**src/rtl/usb_ctrl_pkg.sv**
```systemverilog
// Package of register map, field layout and types for the USB bus control block
package usb_ctrl_pkg;
   // ------------------------------------------------------------
   // Register indices (byte address is four times the index)
   // ------------------------------------------------------------
   localparam logic [7:0] IDX_FRAME_LO = 8'h31;
   localparam logic [7:0] IDX_FRAME_HI = 8'h32;
   localparam logic [7:0] IDX_ADDR_EN = 8'h33;
   localparam logic [7:0] IDX_MANUAL_TX = 8'h34;
   localparam logic [7:0] IDX_BUS_CTRL = 8'h40;
   localparam logic [7:0] IDX_SLEEP_CTRL = 8'h41;
   localparam int ADDR_LSB = 2;
   // ------------------------------------------------------------
   // Field positions
   // ------------------------------------------------------------
   localparam int ENABLE_BIT = 7;
   localparam int ADDR_MSB = 6;
   localparam int TX_EN_BIT = 7;
   localparam int TX_SE0_BIT = 6;
   localparam int TX_LS_BIT = 5;
   localparam int RX_DIFF_BIT = 0;
   localparam int REG_MODE_BIT = 0;
   localparam int OSC_LOCK_BIT = 1;
   localparam int ACTIVITY_BIT = 2;
   localparam int SLEEP_REQ_BIT = 7;
   localparam int FRAME_W = 11;
   localparam int FRAME_LO_W = 8;
   // ------------------------------------------------------------
   // Reset values
   // ------------------------------------------------------------
   localparam logic [7:0] ADDR_EN_RESET = 8'h00;
   localparam logic [2:0] MANUAL_TX_RESET = 3'h0;
   localparam logic [1:0] BUS_CTRL_RESET = 2'h0;
   localparam logic [10:0] FRAME_RESET = 11'h000;
   // Idle J level of the lines, used as the synchroniser reset value
   localparam logic DP_IDLE = 1'b1;
   localparam logic DM_IDLE = 1'b0;
   // ------------------------------------------------------------
   // Types
   // ------------------------------------------------------------
   typedef enum logic [1:0] {
      SLEEP_RETAIN = 2'b00,
      SLEEP_STANDBY = 2'b01,
      SLEEP_DEEP = 2'b10
   } sleep_mode_type;
   typedef enum logic [1:0] {
      ST_AWAKE = 2'b00,
      ST_ASLEEP = 2'b01,
      ST_WAKING = 2'b10
   } sleep_state_type;
   typedef struct packed {
      logic dp;
      logic dm;
      logic oe;
   } line_drive_type;
   typedef struct packed {
      logic valid;
      logic [10:0] number;
   } sof_type;
endpackage

```
**src/rtl/usb_bus_control.sv**
```systemverilog
// USB bus control: address/enable, manual transmit, frame number, activity and sleep
//
// Register access over APB was left to the implementer.
`timescale 1ns/1ps
module usb_bus_control
   import usb_ctrl_pkg::*;
(
   input wire logic pclk,
   input wire logic presetn,
   input wire logic psel,
   input wire logic penable,
   input wire logic pwrite,
   input wire logic [31:0] paddr,
   input wire logic [31:0] pwdata,
   input wire logic [3:0] pstrb,
   output logic [31:0] prdata,
   output logic pready,
   output logic pslverr,
   input wire logic dp_in,
   input wire logic dm_in,
   output logic dp_out,
   output logic dm_out,
   output logic line_oe,
   input wire line_drive_type sie_drive,
   input wire sof_type sof_in,
   input wire logic bus_reset,
   input wire logic [6:0] token_addr,
   output logic addr_match,
   output logic usb_enable,
   output logic regulator_mode,
   output logic osc_lock_enable,
   output logic asleep,
   output logic wake_irq,
   output logic nonretained_clear
);
   // ------------------------------------------------------------
   // Pin synchronisers
   // ------------------------------------------------------------
   logic [1:0] dp_sync_q;
   logic [1:0] dm_sync_q;
   logic dp_last_q;
   logic dm_last_q;
   logic dp_s;
   logic dm_s;
   logic activity_evt;

   // Flops start at the idle J level so leaving reset makes no false edge
   always_ff @(posedge pclk or negedge presetn) begin
      if (!presetn) begin
         dp_sync_q <= {2{DP_IDLE}};
         dm_sync_q <= {2{DM_IDLE}};
         dp_last_q <= DP_IDLE;
         dm_last_q <= DM_IDLE;
      end else begin
         dp_sync_q <= {dp_sync_q[0], dp_in};
         dm_sync_q <= {dm_sync_q[0], dm_in};
         dp_last_q <= dp_sync_q[1];
         dm_last_q <= dm_sync_q[1];
      end
   end

   assign dp_s = dp_sync_q[1];
   assign dm_s = dm_sync_q[1];
   // Any edge on either line counts as bus activity
   assign activity_evt = (dp_s != dp_last_q) || (dm_s != dm_last_q);

   // ------------------------------------------------------------
   // APB decode
   // ------------------------------------------------------------
   logic [7:0] idx;
   logic mapped;
   logic wr_en;
   logic rd_en;
   logic wr_lane0;

   assign idx = paddr[ADDR_LSB +: 8];
   assign mapped = (paddr[1:0] == 2'h0) && (paddr[31:ADDR_LSB + 8] == '0) &&
      (idx == IDX_FRAME_LO || idx == IDX_FRAME_HI || idx == IDX_ADDR_EN ||
       idx == IDX_MANUAL_TX || idx == IDX_BUS_CTRL || idx == IDX_SLEEP_CTRL);
   assign wr_en = psel && penable && pwrite && mapped;
   assign rd_en = psel && penable && !pwrite;
   // Registers are one byte wide, so only lane 0 carries a write
   assign wr_lane0 = wr_en && pstrb[0];
   assign pready = 1'b1;
   assign pslverr = psel && penable && !mapped;

   // ------------------------------------------------------------
   // Sleep control
   // ------------------------------------------------------------
   sleep_state_type state_q;
   sleep_mode_type mode_q;
   logic dp_low_q;
   logic sleep_req;

   assign sleep_req = wr_lane0 && (idx == IDX_SLEEP_CTRL) && pwdata[SLEEP_REQ_BIT];

   always_ff @(posedge pclk or negedge presetn) begin
      if (!presetn) begin
         state_q <= ST_AWAKE;
         mode_q <= SLEEP_RETAIN;
         dp_low_q <= 1'b0;
      end else begin
         unique case (state_q)
            ST_AWAKE: begin
               if (sleep_req) begin
                  state_q <= ST_ASLEEP;
                  mode_q <= sleep_mode_type'(pwdata[1:0]);
                  dp_low_q <= !dp_s;
               end
            end
            ST_ASLEEP: begin
               if (activity_evt || dp_low_q) begin
                  state_q <= ST_WAKING;
               end
            end
            ST_WAKING: begin
               state_q <= ST_AWAKE;
               dp_low_q <= 1'b0;
            end
            default: begin
               state_q <= ST_AWAKE;
            end
         endcase
      end
   end

   assign asleep = (state_q == ST_ASLEEP);
   // Asserts only while asleep, so it may be left enabled at all times
   assign wake_irq = asleep && (activity_evt || dp_low_q);
   // Retention mode keeps everything; the other modes lose the endpoint side
   assign nonretained_clear = (state_q == ST_WAKING) && (mode_q != SLEEP_RETAIN);

   // ------------------------------------------------------------
   // Address and enable register
   // ------------------------------------------------------------
   logic [7:0] addr_en_q;

   always_ff @(posedge pclk or negedge presetn) begin
      if (!presetn) begin
         addr_en_q <= ADDR_EN_RESET;
      end else if (bus_reset) begin
         addr_en_q <= ADDR_EN_RESET;
      end else if (wr_lane0 && idx == IDX_ADDR_EN) begin
         addr_en_q <= pwdata[7:0];
      end
   end

   assign usb_enable = addr_en_q[ENABLE_BIT];
   assign addr_match = usb_enable && (token_addr == addr_en_q[ADDR_MSB:0]);

   // ------------------------------------------------------------
   // Bus control: regulator, oscillator lock, activity flag
   // ------------------------------------------------------------
   logic [1:0] bus_ctrl_q;
   logic activity_q;

   always_ff @(posedge pclk or negedge presetn) begin
      if (!presetn) begin
         bus_ctrl_q <= BUS_CTRL_RESET;
      end else if (wr_lane0 && idx == IDX_BUS_CTRL) begin
         bus_ctrl_q <= pwdata[1:0];
      end
   end

   // Write one clears; a new edge in the same cycle wins over the clear
   always_ff @(posedge pclk or negedge presetn) begin
      if (!presetn) begin
         activity_q <= 1'b0;
      end else if (activity_evt) begin
         activity_q <= 1'b1;
      end else if (wr_lane0 && idx == IDX_BUS_CTRL && pwdata[ACTIVITY_BIT]) begin
         activity_q <= 1'b0;
      end
   end

   assign regulator_mode = bus_ctrl_q[REG_MODE_BIT];
   assign osc_lock_enable = bus_ctrl_q[OSC_LOCK_BIT];

   // ------------------------------------------------------------
   // Frame number
   // ------------------------------------------------------------
   logic [FRAME_W-1:0] frame_q;

   always_ff @(posedge pclk or negedge presetn) begin
      if (!presetn) begin
         frame_q <= FRAME_RESET;
      end else if (nonretained_clear) begin
         frame_q <= FRAME_RESET;
      end else if (sof_in.valid && usb_enable && state_q == ST_AWAKE) begin
         frame_q <= sof_in.number;
      end
   end

   // ------------------------------------------------------------
   // Manual transmit and pin drive
   // ------------------------------------------------------------
   logic [2:0] manual_q;
   logic tx_en;
   logic tx_se0;
   logic tx_ls;

   always_ff @(posedge pclk or negedge presetn) begin
      if (!presetn) begin
         manual_q <= MANUAL_TX_RESET;
      end else if (wr_lane0 && idx == IDX_MANUAL_TX) begin
         manual_q <= pwdata[TX_EN_BIT:TX_LS_BIT];
      end
   end

   assign tx_en = manual_q[2];
   assign tx_se0 = manual_q[1];
   assign tx_ls = manual_q[0];

   // Pins are registered; the SIE path gains one cycle of latency for clean outputs
   always_ff @(posedge pclk or negedge presetn) begin
      if (!presetn) begin
         dp_out <= 1'b0;
         dm_out <= 1'b0;
         line_oe <= 1'b0;
      end else if (tx_en) begin
         line_oe <= 1'b1;
         dp_out <= !tx_se0 && tx_ls;
         dm_out <= !tx_se0 && !tx_ls;
      end else begin
         line_oe <= sie_drive.oe && usb_enable;
         dp_out <= sie_drive.dp;
         dm_out <= sie_drive.dm;
      end
   end

   // ------------------------------------------------------------
   // Read mux
   // ------------------------------------------------------------
   logic rx_diff;

   assign rx_diff = dp_s && !dm_s;

   always_comb begin
      prdata = 32'h0000_0000;
      if (rd_en) begin
         unique case (idx)
            IDX_FRAME_LO: prdata[7:0] = frame_q[FRAME_LO_W-1:0];
            IDX_FRAME_HI: prdata[2:0] = frame_q[FRAME_W-1:FRAME_LO_W];
            IDX_ADDR_EN: prdata[7:0] = addr_en_q;
            IDX_MANUAL_TX: prdata[7:0] = {manual_q, 4'h0, rx_diff};
            IDX_BUS_CTRL: prdata[2:0] = {activity_q, bus_ctrl_q};
            IDX_SLEEP_CTRL: prdata[7:0] = {asleep, 5'h00, mode_q};
            default: prdata = 32'h0000_0000;
         endcase
      end
   end
endmodule

```
**config.mk**
```make
export PLATFORM = sky130hd
export DESIGN_NAME = usb_bus_control
export DESIGN_NICKNAME = d
export VERILOG_FILES = /design/src/rtl/usb_ctrl_pkg.sv /design/src/rtl/usb_bus_control.sv
export SDC_FILE = /design/constraint.sdc
export NUM_CORES = 1
export LEC_CHECK = 0
export ABC_AREA = 1
export BUFFER_PORTS_ARGS = -buffer_cell sky130_fd_sc_hd__buf_4
export CORE_ASPECT_RATIO = 1.2
export CORE_MARGIN = 3
export CORE_UTILIZATION = 39
export CTS_BUF_LIST = sky130_fd_sc_hd__clkbuf_16
export CTS_CLUSTER_SIZE = 12
export DETAILED_ROUTE_END_ITERATION = 8
export GPL_ROUTABILITY_DRIVEN = 0
export GPL_TIMING_DRIVEN = 0
export PLACE_DENSITY = 0.79
export SYNTH_ARGS = -nofsm -noshare
export SYNTH_HDL_FRONTEND = slang
export SYNTH_SLANG_ARGS = --single-unit
```
**constraint.sdc**
```tcl
create_clock -name pclk -period 1.2 [get_ports pclk]
set_input_delay 0.18 -clock pclk [delete_from_list [all_inputs] [get_ports pclk]]
set_output_delay 0.18 -clock pclk [all_outputs]
set_load 0.02 [all_outputs]
```
==> parameters.txt <==
Parameter                              Value

Clock network
  Insertion delay of the later-clocked pin in the worst-skew pair ... 290 ps
  Clock transition at path regs ... 60 ps
  CTS Buf Count ... 5
  Clk Tree Root Cell ... clkbuf_16
  Maximum buffer depth of the clock tree ... 2
  TritonCTS sink count ... 39
  TritonCTS clock tree ... built
  Max H-tree Level ... 2

Logic synthesis
  Mapped Area ... 0.00232 mm²
  Fraction of the mapped netlist area in simple logic gates ... 28.1%
  Main combinational cell family by area after synthesis ... simple AND/OR/NAND/NOR gates
  Commonest register cell after synthesis ... dfrtp_1
  Avg Synthesized Cell Area ... 7.72 µm²
  Top cells by area in the synthesized netlist ... dfrtp_1, buf_4, nand2_1
  Synth top area share ... 38.8%
  Sequential-to-total area share from yosys stat ... 42.1%
  Number of enable-type register cells in the synthesized netlist ... 0
  Post-synthesis register bit count ... 39
  Area share of xor/xnor cells in the synthesized design ... 2.26%
  Post-synthesis cell count ... 301
  Multiplexer share of the synthesized area ... 0%
  Post-synthesis share of cell area spent on full adders, half adders and majority gates ... 0%
  FFs w/ async S/R, synth ... 100%
  Count of unique library cells instantiated by Yosys ... 32
  Synth Area in Compound Gates ... 11.1%
  Cell type with the highest aggregate area in the netlist ... dfrtp_1
  Yosys warning total ... 0

Critical path
  Startpoint of the worst register-to-register path ... state_q[0]$_DFFE_PN0P_
  Minimum setup slack among reg-to-reg paths ... -190 ps
  Type of element launching the critical path ... register
  Crit-path max FO ... 2
  RR Endpoint ... frame_q[5]$_DFFE_PN0P_
  Logic depth of the worst register-to-register path ... 7
  Critical path type ... reg2out
  Critical path required time ... 1020 ps
  Data arrival time at the worst-slack endpoint ... 1470 ps
  Type of element capturing the critical path ... primary output

Detailed routing
  Met3 wire length ... 660 µm
  Routed Antenna Nets ... 0
  Routed via count ... 2605
  Top layer in use ... met4
  Sum of routed wire segments on met1 ... 2.98 mm
  Average wire per standard cell ... 15.3 µm
  Initial drt markers ... 215
  Routed via count divided by cell count ... 4.89
  WL met2 ... 4.32 mm
  WL final ... 8.18 mm
  Iteration count of the initial detailed-routing pass ... 9
  Number of design rule violations left after detail routing ... 0

STA
  Slew at the pin closest to its max-slew limit ... 587 ps
  Total count of hold-check failures in the final report ... 0
  Max Clk Rate ... 0.604 GHz
  Final setup vio count ... 42
  Slew HR ... 60.7%
  Final worst-path setup slack ... -454 ps
  Final period demand of the worst path ... 1650 ps
  Setup repair after global routing missed its margin ... yes
  Final worst path period share ... 138%
  Number of max-slew violations in the final report ... 0
  Worst clock skew on the final layout ... 6.47 ps
  Worst slack on hold paths ... 91.4 ps

Floorplan
  Number of cell rows ... 30
  Horizontal die dimension ... 76.5 µm
  Number of I/O pins ... 142
  Initial Util ... 40.7%
  Die Height ... 90.6 µm
  Placeable Area ... 0.00571 mm²
  Total die area ... 0.00693 mm²

Worst hold path
  Hold depth ... 3
  Startpoint of the tightest hold check path ... sie_drive[0]
  Hold Crit Endpoint ... line_oe$_DFF_PN0_
  Type of the tightest min-delay check ... in2reg

Place
  Total of buffers placed on input and output ports ... 89
  Placement Cell Area ... 0.00327 mm²
  HPWL Detailed ... 5.11 mm
  Place WS ... -433 ps

Power
  Power per cell area ... 869 mW/mm²
  Highest ir drop seen on vdd ... 0.731 mV
  Leakage power summed over all cells ... 2.06 nW

Global routing
  First-pass GRT wire length ... 12.2 mm
  Sum of overflow across all layers after global routing ... 0
  Vias in the first global route ... 2584
  Largest net degree at the start of global routing ... 40
  GRT Total Usage ... 21.8%
  Antenna violations before repair ... 0

Layout
  Synth-to-Final Area Change ... 80.2%
  Ant diodes ... 0
  Final #Nets ... 550
  Share of final-layout standard cells stronger than drive strength 1 ... 55.8%
  Post-route standard cell area excluding fillers ... 0.00419 mm²

Run status
  Result of the run ... finished with violations
  Violations in the final reports ... negative setup slack

Job
  Max-capacitance violation count ... 0
## cells by family (layout without fill, tap and decap cells)
| family | after synthesis | after routing |
|---|---|---|
| other | 2 | 25 |
| DFF | 39 | 39 |
| xor gates and xnor gates | 6 | 6 |
| and+or+nand+nor | 135 | 136 |
| buffers and inverters | 72 | 200 |
| AOI/OAI and AO/OA | 47 | 47 |
## sequential cells by signal (all words and copies together) (netlist names)
signal,flops
frame_q,11
addr_en_q,8
manual_q,3
bus_ctrl_q,2
dm_sync_q,2
dp_sync_q,2
mode_q,2
state_q,2
activity_q,1
dm_last_q,1
dm_out,1
dp_last_q,1
dp_low_q,1
dp_out,1
line_oe,1
## worst max-delay path by stage
stage,from,to,slack [ps],cells past startpoint
2_1_floorplan,addr_en_q[7]$_DFFE_PN0P_,addr_match,-100,4
3_3_place_gp,paddr[3],prdata[2],-430,9
3_5_place_dp,paddr[3],prdata[2],-430,9
4_1_cts,addr_en_q[0]$_DFFE_PN0P_,addr_match,-430,5
5_1_grt,addr_en_q[6]$_DFFE_PN0P_,addr_match,-510,5
6_report,addr_en_q[6]$_DFFE_PN0P_,addr_match,-450,5
## per-layer routing
metal	global-route usage (%)	vias to the layer above
li1	-	1222
met1	26.1	1208
met2	39.0	150
met3	4.49	25
met4	6.95	0
met5	0	-
## power breakdown
| group | internal [mW] | leakage (nW) | switching (mW) | total, mW |
|---|---|---|---|---|
| Clock | 1.19 | 0.0900 | 0.575 | 1.77 |
| Sequential | 1.33 | 0.477 | 0.00593 | 1.34 |
| Combinational | 0.275 | 1.49 | 0.265 | 0.539 |
| Total | 2.80 | 2.06 | 0.846 | 3.64 |
## cells in the mapped netlist (4+ instances only)
cell type and instances:
a21oi_1 8, o21ai_0 25, buf_4 26, nand3_1 32
nor2_4 4, o22ai_1 6, nand2_1 49, inv_1 42
nor2_2 5, nor2_1 35, dfrtp_1 36, xor2_1 4
## stage by stage
stage                     TNS (ps)  util, %  total power, mW  instances
after floorplan               -590        -             1.57        324
after global placement      -10960     57.3             1.80        493
after detailed placement    -12090     57.3             1.81        493
after CTS                    -4580     69.6             3.61        524
after global routing        -10160     73.4             3.76        533
final                        -7570     73.4             3.64        533
## timing repair
item / 4_1_cts / 5_1_grt
endpoints found under the hold margin: 38 / 0
hold buffers: 3 / 0
pin swaps: 34 / 27
cloned: 1 / 0
setup buffers: 19 / 9
gates resized for setup: 94 / 37
endpoints found under the setup margin: 41 / 42
## worst max-delay path: stages (launching register included)
cell and delay, ps:
dfrtp_1 420, xor2_1 160, nor2_1 130, o2111ai_2 140, nor4_4 160, buf_4 180
## placed cells by master, fill, tap and decap left out, types with 12 or more instances in the layout
cell     count
conb_1      25
buf_4      117
nor2_1      16
nand2_1     39
nand3_1     20
buf_6       25
inv_2       12
nand3_2     12
inv_1       28
nor2_4      22
dfrtp_1     34
o21ai_0     13
## layout make-up
type | count | area [µm²]
Buffer | 28 | 224
Clock buffer | 5 | 125
Clock inverter | 3 | 67.6
Fill cell | 397 | 1520
Inverter | 44 | 178
Multi-Input combinational cell | 214 | 1500
Sequential cell | 39 | 982
Tap cell | 80 | 100
Timing Repair Buffer | 120 | 1010
(Power assumes the default switching activity.)
